--- src/design/bcr_pkg.sv ---
`default_nettype none
package bcr_pkg;
    // register map
    localparam logic [7:0] REG_BUCK1_MAIN = 8'h10;
    localparam logic [7:0] REG_BUCK1_AUX = 8'h11;
    localparam logic [7:0] REG_BUCK1_STBY = 8'h12;
    localparam logic [7:0] REG_BUCK2_MAIN = 8'h13;
    localparam logic [5:0] REG_BLOCK = 6'h04;
    localparam int NUM_REGS = 4;
    localparam logic [1:0] IDX_B1_MAIN = 2'h0;
    localparam logic [1:0] IDX_B1_AUX = 2'h1;
    localparam logic [1:0] IDX_B1_STBY = 2'h2;
    localparam logic [1:0] IDX_B2_MAIN = 2'h3;
    // field positions
    localparam int MAIN_EN_BIT = 7;
    localparam int MAIN_RIPPLE_BIT = 6;
    localparam int MAIN_FPWM_BIT = 5;
    localparam int VCODE_W = 5;
    localparam int AUX_STBY_BIT = 6;
    localparam int AUX_DISCH_BIT = 5;
    localparam int AUX_PHASE_LSB = 3;
    localparam int AUX_SLEW_LSB = 0;
    localparam int STBY_PIN_LSB = 5;
    // reset values and writable bits, entry 0 in the low byte
    localparam logic [NUM_REGS-1:0][7:0] REG_RESET =
        {8'h1d, 8'h10, 8'h16, 8'h10};
    localparam logic [NUM_REGS-1:0][7:0] REG_WMASK =
        {8'hff, 8'h1f, 8'h7f, 8'hff};
    // phase and slew codes
    localparam logic [1:0] PHASE_0 = 2'h0;
    localparam logic [1:0] PHASE_90 = 2'h1;
    localparam logic [1:0] PHASE_180 = 2'h2;
    localparam logic [1:0] PHASE_270 = 2'h3;
    localparam logic [2:0] SLEW_0P48 = 3'h1;
    localparam logic [2:0] SLEW_1P92 = 3'h3;
    localparam logic [2:0] SLEW_7P68 = 3'h5;
    localparam logic [2:0] SLEW_15P36 = 3'h6;
    localparam logic [2:0] SLEW_IMMEDIATE = 3'h7;
    // first converter voltage scale
    localparam logic [11:0] BUCK1_BASE_MV = 12'h258;
    localparam logic [11:0] BUCK1_STEP_MV = 12'h028;
    localparam logic [4:0] VCODE_1V24 = 5'h10;
    // timing
    localparam int CLK_PERIOD_NS = 10;
    localparam int BURST_LIMIT_NS = 10000;
    localparam int BURST_LIMIT_CYC = BURST_LIMIT_NS / CLK_PERIOD_NS;
    localparam int BURST_CNT_W = 11;
    // serial bus
    localparam logic [6:0] DEV_ADDR = 7'h2a; // arbitrary value
    localparam logic [3:0] BYTE_BITS = 4'h8;
    typedef enum logic [2:0] {
        ST_IDLE, ST_ADDR, ST_ADDR_ACK, ST_RX, ST_RX_ACK, ST_TX, ST_TX_ACK
    } bcr_state_type;
endpackage
`default_nettype wire

--- src/design/bcr_mode_if.sv ---
`default_nettype none
interface bcr_mode_if;
    logic enable;
    logic force_pwm;
    logic standby_on;
    logic burst_active;
    logic vout_low;
    logic light_load;
    logic pfm_mode;
    modport ctl (
        input enable, force_pwm, standby_on, burst_active, vout_low,
        input light_load,
        output pfm_mode
    );
    modport bank (
        output enable, force_pwm, standby_on, burst_active, vout_low,
        output light_load,
        input pfm_mode
    );
endinterface
`default_nettype wire

--- src/design/bcr_pfm_ctl.sv ---
`default_nettype none
module bcr_pfm_ctl (
    input wire logic clock,
    input wire logic arst_n,
    bcr_mode_if.ctl port
);
    import bcr_pkg::*;

    logic pfm_q;
    logic [BURST_CNT_W-1:0] cnt_q;
    localparam logic [BURST_CNT_W-1:0] LIMIT = BURST_CNT_W'(BURST_LIMIT_CYC);

    assign port.pfm_mode = pfm_q;

    always_ff @(posedge clock or negedge arst_n) begin
        if (!arst_n) begin
            pfm_q <= 1'b0;
            cnt_q <= '0;
        end else if (!port.enable) begin
            pfm_q <= 1'b0;
            cnt_q <= '0;
        end else if (port.standby_on) begin
            pfm_q <= 1'b1;
            cnt_q <= '0;
        end else if (port.force_pwm) begin
            pfm_q <= 1'b0;
            cnt_q <= '0;
        end else if (pfm_q) begin
            if (port.vout_low) begin
                pfm_q <= 1'b0;
            end else if (cnt_q > LIMIT) begin
                pfm_q <= 1'b0;
            end
            if (port.burst_active && cnt_q <= LIMIT) begin
                cnt_q <= cnt_q + 1'b1;
            end
        end else if (port.light_load && !port.vout_low) begin
            // no re-entry while the output is still low
            pfm_q <= 1'b1;
            cnt_q <= '0;
        end
    end
endmodule
`default_nettype wire

--- src/design/bcr_top.sv ---
// Function
// - in pfm, except converter one in standby, fall back to pwm once accumulated burst time exceeds 10 us
// - in pfm, except converter one in standby, fall back to pwm when output drops 2% below target
// - force-pwm bit written by host keeps the converter in pwm, except converter one in standby, which stays in pfm
// - registers sit at hex 10, 11, 12 and 13
// - two-bit phase delays second clock 0/90/180/270 deg, default 180
// - three-bit slew code picks transition rate, default 15.36 mV/us
// - standby register bits 7..5 read pin 3..1 levels, bits 4..0 writable
// - normal and standby voltage codes of converter one reset to 1.24 V
// - voltage code is linear, 0.6 V plus 0.04 V per step for one
// - standby selects pfm and regulates to the standby voltage code
`default_nettype none
module bcr_top (
    input wire logic clock,
    input wire logic arst_n,
    input wire logic scl_in,
    input wire logic sda_in,
    output logic sda_out,
    output logic sda_oe,
    input wire logic [2:0] pin_level,
    input wire logic [1:0] burst_active,
    input wire logic [1:0] vout_low,
    input wire logic [1:0] light_load,
    output logic buck1_on,
    output logic buck1_ripple_select,
    output logic buck1_force_pwm,
    output logic [bcr_pkg::VCODE_W-1:0] buck1_vcode,
    output logic [11:0] buck1_target_mv,
    output logic buck1_standby_on,
    output logic buck1_discharge_on,
    output logic [1:0] clock_phase,
    output logic [2:0] buck1_slew,
    output logic buck2_on,
    output logic buck2_ripple_select,
    output logic buck2_force_pwm,
    output logic [bcr_pkg::VCODE_W-1:0] buck2_vcode,
    output logic [1:0] pfm_mode
);
    import bcr_pkg::*;

    // two-flop synchronisers for every pin and analog status input
    localparam int SYNC_W = 11;
    logic [SYNC_W-1:0] sync1_q;
    logic [SYNC_W-1:0] sync2_q;
    logic scl_s, sda_s, scl_p_q, sda_p_q;
    logic [2:0] pins_s;
    logic [1:0] burst_s, low_s, light_s;

    always_ff @(posedge clock or negedge arst_n) begin
        if (!arst_n) begin
            sync1_q <= {2'h3, 9'h000};
            sync2_q <= {2'h3, 9'h000};
        end else begin
            sync1_q <= {scl_in, sda_in, pin_level, burst_active, vout_low,
                        light_load};
            sync2_q <= sync1_q;
        end
    end

    assign scl_s = sync2_q[10];
    assign sda_s = sync2_q[9];
    assign pins_s = sync2_q[8:6];
    assign burst_s = sync2_q[5:4];
    assign low_s = sync2_q[3:2];
    assign light_s = sync2_q[1:0];

    always_ff @(posedge clock or negedge arst_n) begin
        if (!arst_n) begin
            scl_p_q <= 1'b1;
            sda_p_q <= 1'b1;
        end else begin
            scl_p_q <= scl_s;
            sda_p_q <= sda_s;
        end
    end

    logic start_c, stop_c, scl_rise, scl_fall;
    assign start_c = scl_s && sda_p_q && !sda_s;
    assign stop_c = scl_s && !sda_p_q && sda_s;
    assign scl_rise = scl_s && !scl_p_q;
    assign scl_fall = !scl_s && scl_p_q;

    // register storage
    logic [7:0] regs_q [NUM_REGS];
    logic wr_q;
    logic [7:0] wr_addr_q, wr_data_q, ptr_q, rd_data;

    generate
        for (genvar i = 0; i < NUM_REGS; i++) begin : g_reg
            always_ff @(posedge clock or negedge arst_n) begin
                if (!arst_n) begin
                    regs_q[i] <= REG_RESET[i];
                end else if (wr_q && wr_addr_q[7:2] == REG_BLOCK &&
                             wr_addr_q[1:0] == 2'(i)) begin
                    regs_q[i] <= wr_data_q & REG_WMASK[i];
                end
            end
        end
    endgenerate

    always_comb begin
        rd_data = 8'h00;
        if (ptr_q[7:2] == REG_BLOCK) begin
            rd_data = regs_q[ptr_q[1:0]];
            if (ptr_q[1:0] == IDX_B1_STBY) begin
                rd_data[7:STBY_PIN_LSB] = pins_s;
            end
        end
    end

    // serial bus slave
    bcr_state_type state_q;
    logic [3:0] cnt_q;
    logic [7:0] sh_q, tx_q;
    logic rw_q, have_ptr_q, nack_q, oe_q, sda_out_q;

    always_ff @(posedge clock or negedge arst_n) begin
        if (!arst_n) begin
            state_q <= ST_IDLE;
            cnt_q <= 4'h0;
            sh_q <= 8'h00;
            tx_q <= 8'h00;
            ptr_q <= 8'h00;
            rw_q <= 1'b0;
            have_ptr_q <= 1'b0;
            nack_q <= 1'b0;
            oe_q <= 1'b0;
            wr_q <= 1'b0;
            wr_addr_q <= 8'h00;
            wr_data_q <= 8'h00;
        end else begin
            wr_q <= 1'b0;
            if (start_c) begin
                state_q <= ST_ADDR;
                cnt_q <= 4'h0;
                oe_q <= 1'b0;
            end else if (stop_c) begin
                state_q <= ST_IDLE;
                oe_q <= 1'b0;
            end else begin
                if (scl_rise) begin
                    if (state_q == ST_ADDR || state_q == ST_RX) begin
                        sh_q <= {sh_q[6:0], sda_s};
                        cnt_q <= cnt_q + 4'h1;
                    end
                    if (state_q == ST_TX) begin
                        cnt_q <= cnt_q + 4'h1;
                    end
                    if (state_q == ST_TX_ACK) begin
                        nack_q <= sda_s;
                    end
                end
                if (scl_fall) begin
                    unique case (state_q)
                        ST_IDLE: begin
                        end
                        ST_ADDR: if (cnt_q == BYTE_BITS) begin
                            if (sh_q[7:1] == DEV_ADDR) begin
                                state_q <= ST_ADDR_ACK;
                                oe_q <= 1'b1;
                                rw_q <= sh_q[0];
                            end else begin
                                state_q <= ST_IDLE;
                            end
                        end
                        ST_ADDR_ACK: begin
                            cnt_q <= 4'h0;
                            if (rw_q) begin
                                state_q <= ST_TX;
                                tx_q <= rd_data;
                                oe_q <= ~rd_data[7];
                            end else begin
                                state_q <= ST_RX;
                                oe_q <= 1'b0;
                                have_ptr_q <= 1'b0;
                            end
                        end
                        ST_RX: if (cnt_q == BYTE_BITS) begin
                            state_q <= ST_RX_ACK;
                            oe_q <= 1'b1;
                            if (have_ptr_q) begin
                                wr_q <= 1'b1;
                                wr_addr_q <= ptr_q;
                                wr_data_q <= sh_q;
                                ptr_q <= ptr_q + 8'h01;
                            end else begin
                                ptr_q <= sh_q;
                                have_ptr_q <= 1'b1;
                            end
                        end
                        ST_RX_ACK: begin
                            state_q <= ST_RX;
                            oe_q <= 1'b0;
                            cnt_q <= 4'h0;
                        end
                        ST_TX: if (cnt_q == BYTE_BITS) begin
                            state_q <= ST_TX_ACK;
                            oe_q <= 1'b0;
                            ptr_q <= ptr_q + 8'h01;
                        end else begin
                            tx_q <= {tx_q[6:0], 1'b0};
                            oe_q <= ~tx_q[6];
                        end
                        ST_TX_ACK: if (nack_q) begin
                            state_q <= ST_IDLE;
                        end else begin
                            state_q <= ST_TX;
                            cnt_q <= 4'h0;
                            tx_q <= rd_data;
                            oe_q <= ~rd_data[7];
                        end
                    endcase
                end
            end
        end
    end

    // open-drain data line only ever pulls low
    always_ff @(posedge clock or negedge arst_n) begin
        if (!arst_n) begin
            sda_out_q <= 1'b0;
        end else begin
            sda_out_q <= 1'b0;
        end
    end

    assign sda_out = sda_out_q;
    assign sda_oe = oe_q;

    // target voltage selection
    logic [VCODE_W-1:0] vcode_q;
    logic [11:0] mv_q;
    logic [VCODE_W-1:0] vsel;
    assign vsel = regs_q[IDX_B1_AUX][AUX_STBY_BIT] ?
        regs_q[IDX_B1_STBY][VCODE_W-1:0] :
        regs_q[IDX_B1_MAIN][VCODE_W-1:0];

    always_ff @(posedge clock or negedge arst_n) begin
        if (!arst_n) begin
            vcode_q <= VCODE_1V24;
            mv_q <= 12'(BUCK1_BASE_MV + 12'(VCODE_1V24) * BUCK1_STEP_MV);
        end else begin
            vcode_q <= vsel;
            mv_q <= 12'(BUCK1_BASE_MV + 12'(vsel) * BUCK1_STEP_MV);
        end
    end

    // control fields straight from register flops, converter one voltage code and target through vcode_q and mv_q
    assign buck1_on = regs_q[IDX_B1_MAIN][MAIN_EN_BIT];
    assign buck1_ripple_select = regs_q[IDX_B1_MAIN][MAIN_RIPPLE_BIT];
    assign buck1_force_pwm = regs_q[IDX_B1_MAIN][MAIN_FPWM_BIT];
    assign buck1_vcode = vcode_q;
    assign buck1_target_mv = mv_q;
    assign buck1_standby_on = regs_q[IDX_B1_AUX][AUX_STBY_BIT];
    assign buck1_discharge_on = regs_q[IDX_B1_AUX][AUX_DISCH_BIT];
    assign clock_phase = regs_q[IDX_B1_AUX][AUX_PHASE_LSB+:2];
    assign buck1_slew = regs_q[IDX_B1_AUX][AUX_SLEW_LSB+:3];
    assign buck2_on = regs_q[IDX_B2_MAIN][MAIN_EN_BIT];
    assign buck2_ripple_select = regs_q[IDX_B2_MAIN][MAIN_RIPPLE_BIT];
    assign buck2_force_pwm = regs_q[IDX_B2_MAIN][MAIN_FPWM_BIT];
    assign buck2_vcode = regs_q[IDX_B2_MAIN][VCODE_W-1:0];

    // per-converter pfm/pwm mode control
    generate
        for (genvar c = 0; c < 2; c++) begin : g_mode
            localparam logic [1:0] MI = (c == 0) ? IDX_B1_MAIN : IDX_B2_MAIN;
            bcr_mode_if mif ();
            assign mif.enable = regs_q[MI][MAIN_EN_BIT];
            assign mif.force_pwm = regs_q[MI][MAIN_FPWM_BIT];
            assign mif.standby_on = (c == 0) ?
                regs_q[IDX_B1_AUX][AUX_STBY_BIT] : 1'b0;
            assign mif.burst_active = burst_s[c];
            assign mif.vout_low = low_s[c];
            assign mif.light_load = light_s[c];
            assign pfm_mode[c] = mif.pfm_mode;
            bcr_pfm_ctl u_ctl (
                .clock(clock),
                .arst_n(arst_n),
                .port(mif.ctl)
            );
        end
    endgenerate
endmodule
`default_nettype wire

--- config.mk ---
export PLATFORM = sky130hd
export DESIGN_NAME = bcr_top
export DESIGN_NICKNAME = d
export VERILOG_FILES = /design/src/design/bcr_pkg.sv /design/src/design/bcr_mode_if.sv /design/src/design/bcr_pfm_ctl.sv /design/src/design/bcr_top.sv
export SDC_FILE = /design/constraint.sdc
export NUM_CORES = 1
export LEC_CHECK = 0
export ABC_AREA = 1
export ABC_CLOCK_PERIOD_IN_PS = 2800
export BUFFER_PORTS_ARGS = -buffer_cell sky130_fd_sc_hd__buf_2
export CAP_MARGIN = 20
export CORE_AREA = 5 5 119 121
export CTS_CLUSTER_SIZE = 12
export DETAILED_ROUTE_END_ITERATION = 10
export DIE_AREA = 0 0 124 126
export GPL_TIMING_DRIVEN = 0
export PLACE_DENSITY = 0.73
export SLEW_MARGIN = 30
export SYNTH_ARGS = -nofsm -noshare
export SYNTH_HDL_FRONTEND = slang
export SYNTH_SLANG_ARGS = --single-unit
--- constraint.sdc ---
create_clock -name clock -period 2.8 [get_ports clock]
set_input_delay 0.42 -clock clock [delete_from_list [all_inputs] [get_ports clock]]
set_output_delay 0.42 -clock clock [all_outputs]
set_load 0.02 [all_outputs]
==> results by stage <==
Outcome:
- The run finished with clean final reports.

Setup path:
- The largest fanout of any net on the critical path is 10.
- STA classifies the critical path startpoint as a flip-flop.
- On the worst path, the slowest cell contributes a delay of 0.48 ns.
- The classification of the worst setup path is reg -> reg.
- On the critical path, the stage with the largest delay is an instance of sky130_fd_sc_hd__dfrtp_2.
- The worst setup path is captured at a flip-flop.
- Walking the worst path, the cells encountered are clkbuf_2 > nand2_1 > o21ai_2 > ha_1 > ha_1 > fa_1 > nand2_1 > inv_1 > nor2_1 > nand3b_1 > xnor2_1.
- Data on the critical path is required at its endpoint by 3.09 ns.
- The data arrival time of the critical path is 2.88 ns.

Timing:
- The final-layout worst hold slack is 0.103 ns.
- In the post-route analysis, the smallest setup slack over all paths is 0.212 ns.
- Setup violations remaining at the end of the flow were counted as 0.
- The count of final hold-check violations is 0.
- Measured against its own limit, the worst slew margin works out to 54.8%.
- The final-report max-slew violation count is 0.
- Dividing the final minimum period by the clock period gives 92.4%.
- The slew of the pin with the lowest slew margin is 0.678 ns.
- The maximum clock frequency is 386 MHz.
- The post-route clock skew is 0.00610 ns.
- Setup repair after global routing left no endpoint under its margin.
- The worst path needs 2.59 ns of the cycle, external delays included.

Final layout:
- Compared with the post-synthesis result, the final layout area differs by 17.2%.
- The fraction of layout cells with a size suffix above 1 is 15.9%.
- The number of nets in the layout is 964.
- The library cells used most frequently in the layout, excluding fill and tap cells, are 237 x sky130_fd_sc_hd__nand2_1, 119 x sky130_fd_sc_hd__dfrtp_1, 99 x sky130_fd_sc_hd__inv_1.
- The commonest non-fill, non-tap cell in the layout is sky130_fd_sc_hd__nand2_1.
- Counting the fill cells in the layout gives 1103.
- The final cell count without fillers is 1124.
- The diode insertion count for antenna repair is 0.

Routing:
- The DRC violation count after routing is 0.
- The initial detailed-routing violation count is 404.
- The average via count per standard cell is 5.10.
- The first TritonRoute pass finished after 4 iterations.
- The detail route stage leaves a number of antenna-violating nets equal to 0.
- The final wirelength is 15200 um.
- The routed layout has 5734 vias.
- The detail-routed net length per standard cell is 13.6 um.

Clock tree:
- CTS saw 141 sinks.
- TritonCTS built the clock tree.
- Counting along the longest clock path gives a buffer depth of 2.
- The level count of the clock H-tree is 4.
- CTS placed an instance of sky130_fd_sc_hd__clkbuf_16 at the clock tree root.
- The number of buffers created by CTS is 17.
- The later pin in the worst-skew pair is clocked with a latency of 0.41 ns.
- After clock tree synthesis, the clock-pin slew on the worst setup and hold paths is 0.06 ns.

Power:
- The power density over cell area is 581 mW/mm^2.
- The standby leakage power is 4.05 nW.
- The total design power is 0.00475 W.
- The worst-case vdd ir drop is 402 uV.

GRT:
- The first-pass GRT wire length is 26100 um.
- The initial antenna violation count is 0.
- Global routing used 20.8% of the available tracks.
- The pin count of the biggest net entering global routing is 88.
- The sum of overflow across all layers after global routing is 0.
- The via count of the first global-routing pass was 5505.

Logic synthesis:
- The fraction of synthesis flops using an asynchronous set or reset pin is 100%.
- Synthesis inferred 141 register bits.
- Yosys mapped the design onto 40 distinct sky130hd cell types.
- The average cell area after synthesis is 8.08 um^2.
- The Yosys step of the flow raised 0 warnings.
- The number of flops mapped to enable cells by yosys is 0.
- The synthesized instance count is 864.
- The share of synthesized area occupied by flip-flops and latches is 50.9%.
- The predominant post-synthesis flop cell is sky130_fd_sc_hd__dfrtp_1.
- The cell area that synthesis handed to floorplanning was 0.00698 mm^2.

Place:
- Detailed placement finished with a half-perimeter wire length of 10600 um.
- The final estimated routing congestion in global placement is 0.864.
- The pre-CTS setup slack is -0.300 ns.
- The count of buffers from port buffering is 47.
- Including well taps, the total number of placed cells is 1092.

Die:
- For this design the top-level I/O count stands at 52.
- The region available for standard cell placement spans 0.0130 mm^2.
- The overall die area is 0.0156 mm^2.
- In this run the core area contains 42 standard-cell rows.
- The die outline width is 124 um.
- The initial core utilization is 53.8%.
- The die boundary height is 126 um.

Min path:
- In this run the worst hold path is classified as in -> reg.

Run:
- The tool flagged a number of max-cap violations equal to 0.
[cell families (layout without fill, tap and decap cells)]
kind of cell / count (synthesis) / after routing / share of synthesized area [%]
simple gates: 412 / 412 / 25.1
compound gates: 145 / 145 / 11.1
xor+xnor: 7 / 7 / 0.878
buf+inv: 142 / 223 / 8.96
flops: 141 / 141 / 50.9
other cells: 1 / 4 / 0.0537
fa+ha+maj: 16 / 16 / 2.97
[cell usage after synthesis (3+ instances only)]
master / n / area [um^2]
sky130_fd_sc_hd__o21ai_0: 101 / 505
sky130_fd_sc_hd__buf_2: 8 / 40.0
sky130_fd_sc_hd__nand3b_1: 3 / 22.5
sky130_fd_sc_hd__clkbuf_1: 10 / 37.5
sky130_fd_sc_hd__a21oi_1: 24 / 120
sky130_fd_sc_hd__or2_2: 3 / 18.8
sky130_fd_sc_hd__nor2_1: 71 / 267
sky130_fd_sc_hd__buf_4: 18 / 135
sky130_fd_sc_hd__nor3_1: 13 / 65.1
sky130_fd_sc_hd__nand4_1: 11 / 68.8
sky130_fd_sc_hd__a21boi_0: 5 / 37.5
sky130_fd_sc_hd__nand3_1: 63 / 315
sky130_fd_sc_hd__dfrtp_1: 120 / 3000
sky130_fd_sc_hd__inv_2: 3 / 11.3
sky130_fd_sc_hd__xnor2_1: 5 / 43.8
sky130_fd_sc_hd__dfstp_2: 21 / 552
sky130_fd_sc_hd__ha_1: 15 / 188
sky130_fd_sc_hd__o21ai_2: 5 / 43.8
sky130_fd_sc_hd__nand2_2: 3 / 18.8
sky130_fd_sc_hd__inv_1: 99 / 372
sky130_fd_sc_hd__nand2_1: 237 / 890
[critical path: cells and delay by family (launching register included)]
kind / cells / cell delay (ns)
flops: 1 / 0.48
compound gates: 1 / 0.11
buf+inv: 2 / 0.35
fa+ha+maj: 3 / 0.88
xor+xnor: 1 / 0.14
simple gates: 4 / 0.50
[what timing repair did]
action,CTS,global route
hold endpoints to repair,1,0
setup endpoints to repair,5,3
resized for setup,4,3
setup buffers,0,0
hold buffers,1,0
[where the power goes]
group / internal, W / total, W / switching (W)
Sequential: 0.00208 / 0.00211 / 0.0000252
Combinational: 0.0000543 / 0.000170 / 0.000116
Clock: 0.00165 / 0.00247 / 0.000829
Total: 0.00378 / 0.00475 / 0.000970
[registers in the layout, indices dropped and copies added, names as in the netlist, 5 cells and up]
signal,count
wr_data_q,8
ptr_q,8
tx_q,7
regs_q,10
sync2_q,11
sh_q,8
buck1_vcode,5
g_mode.u_ctl.cnt_q,22
buck2_vcode,5
wr_addr_q,8
sync1_q,11
buck1_target_mv,9
[final cells by class]
cell class                 count  area (um^2)  area share (%)
clock inverter                11          188            2.29
inverter                     104          390            4.77
sequential                   141         3560            43.4
clock buffer                  21          470            5.75
buffer                        37          233            2.84
tap                          176          220            2.69
timing repair buffer          50          310            3.79
multi-input combinational    584         2820            34.4
[layer usage]
metal  routed length, um  vias to the layer above  GRT usage (%)  part of all wire [%]
met5                   0                        -              0                     0
met4                 341                        0           7.41                   2.2
met3                 932                       22           5.65                   6.1
met2                7080                      163           32.5                    46
met1                6890                     2647           27.9                    45
li1                    -                     2902              -                     -
[final timing paths]
check / from / endpoint / slack, ns / cells past startpoint
setup / recovery: buck1_standby_on$_DFFE_PN0P_ / buck1_target_mv[9]$_DFF_PN0_ / 0.21 / 11
hold / removal: sda_in / sync1_q[9]$_DFF_PN1_ / 0.10 / 1
setup reg to reg: buck1_standby_on$_DFFE_PN0P_ / buck1_target_mv[9]$_DFF_PN0_ / 0.21 / 11
hold reg to reg: sync1_q[6]$_DFF_PN0_ / sync2_q[6]$_DFF_PN0_ / 0.34 / 0
max in group asynchronous: arst_n / scl_p_q$_DFF_PN1_ / 1.53 / 4
min in group asynchronous: arst_n / sync1_q[2]$_DFF_PN0_ / 0.36 / 2
[through the flow]
stage | cell area [um^2] | TNS [ns] | utilization (%)
after floorplan | 7000 | 0 | -
after global placement | 7450 | -78.90 | 57.4
after detailed placement | 7520 | -0.950 | 57.9
after CTS | 8180 | 0 | 63.0
after global routing | 8190 | 0 | 63.1
final | 8190 | 0 | 63.1
(Power assumes the default switching activity.)
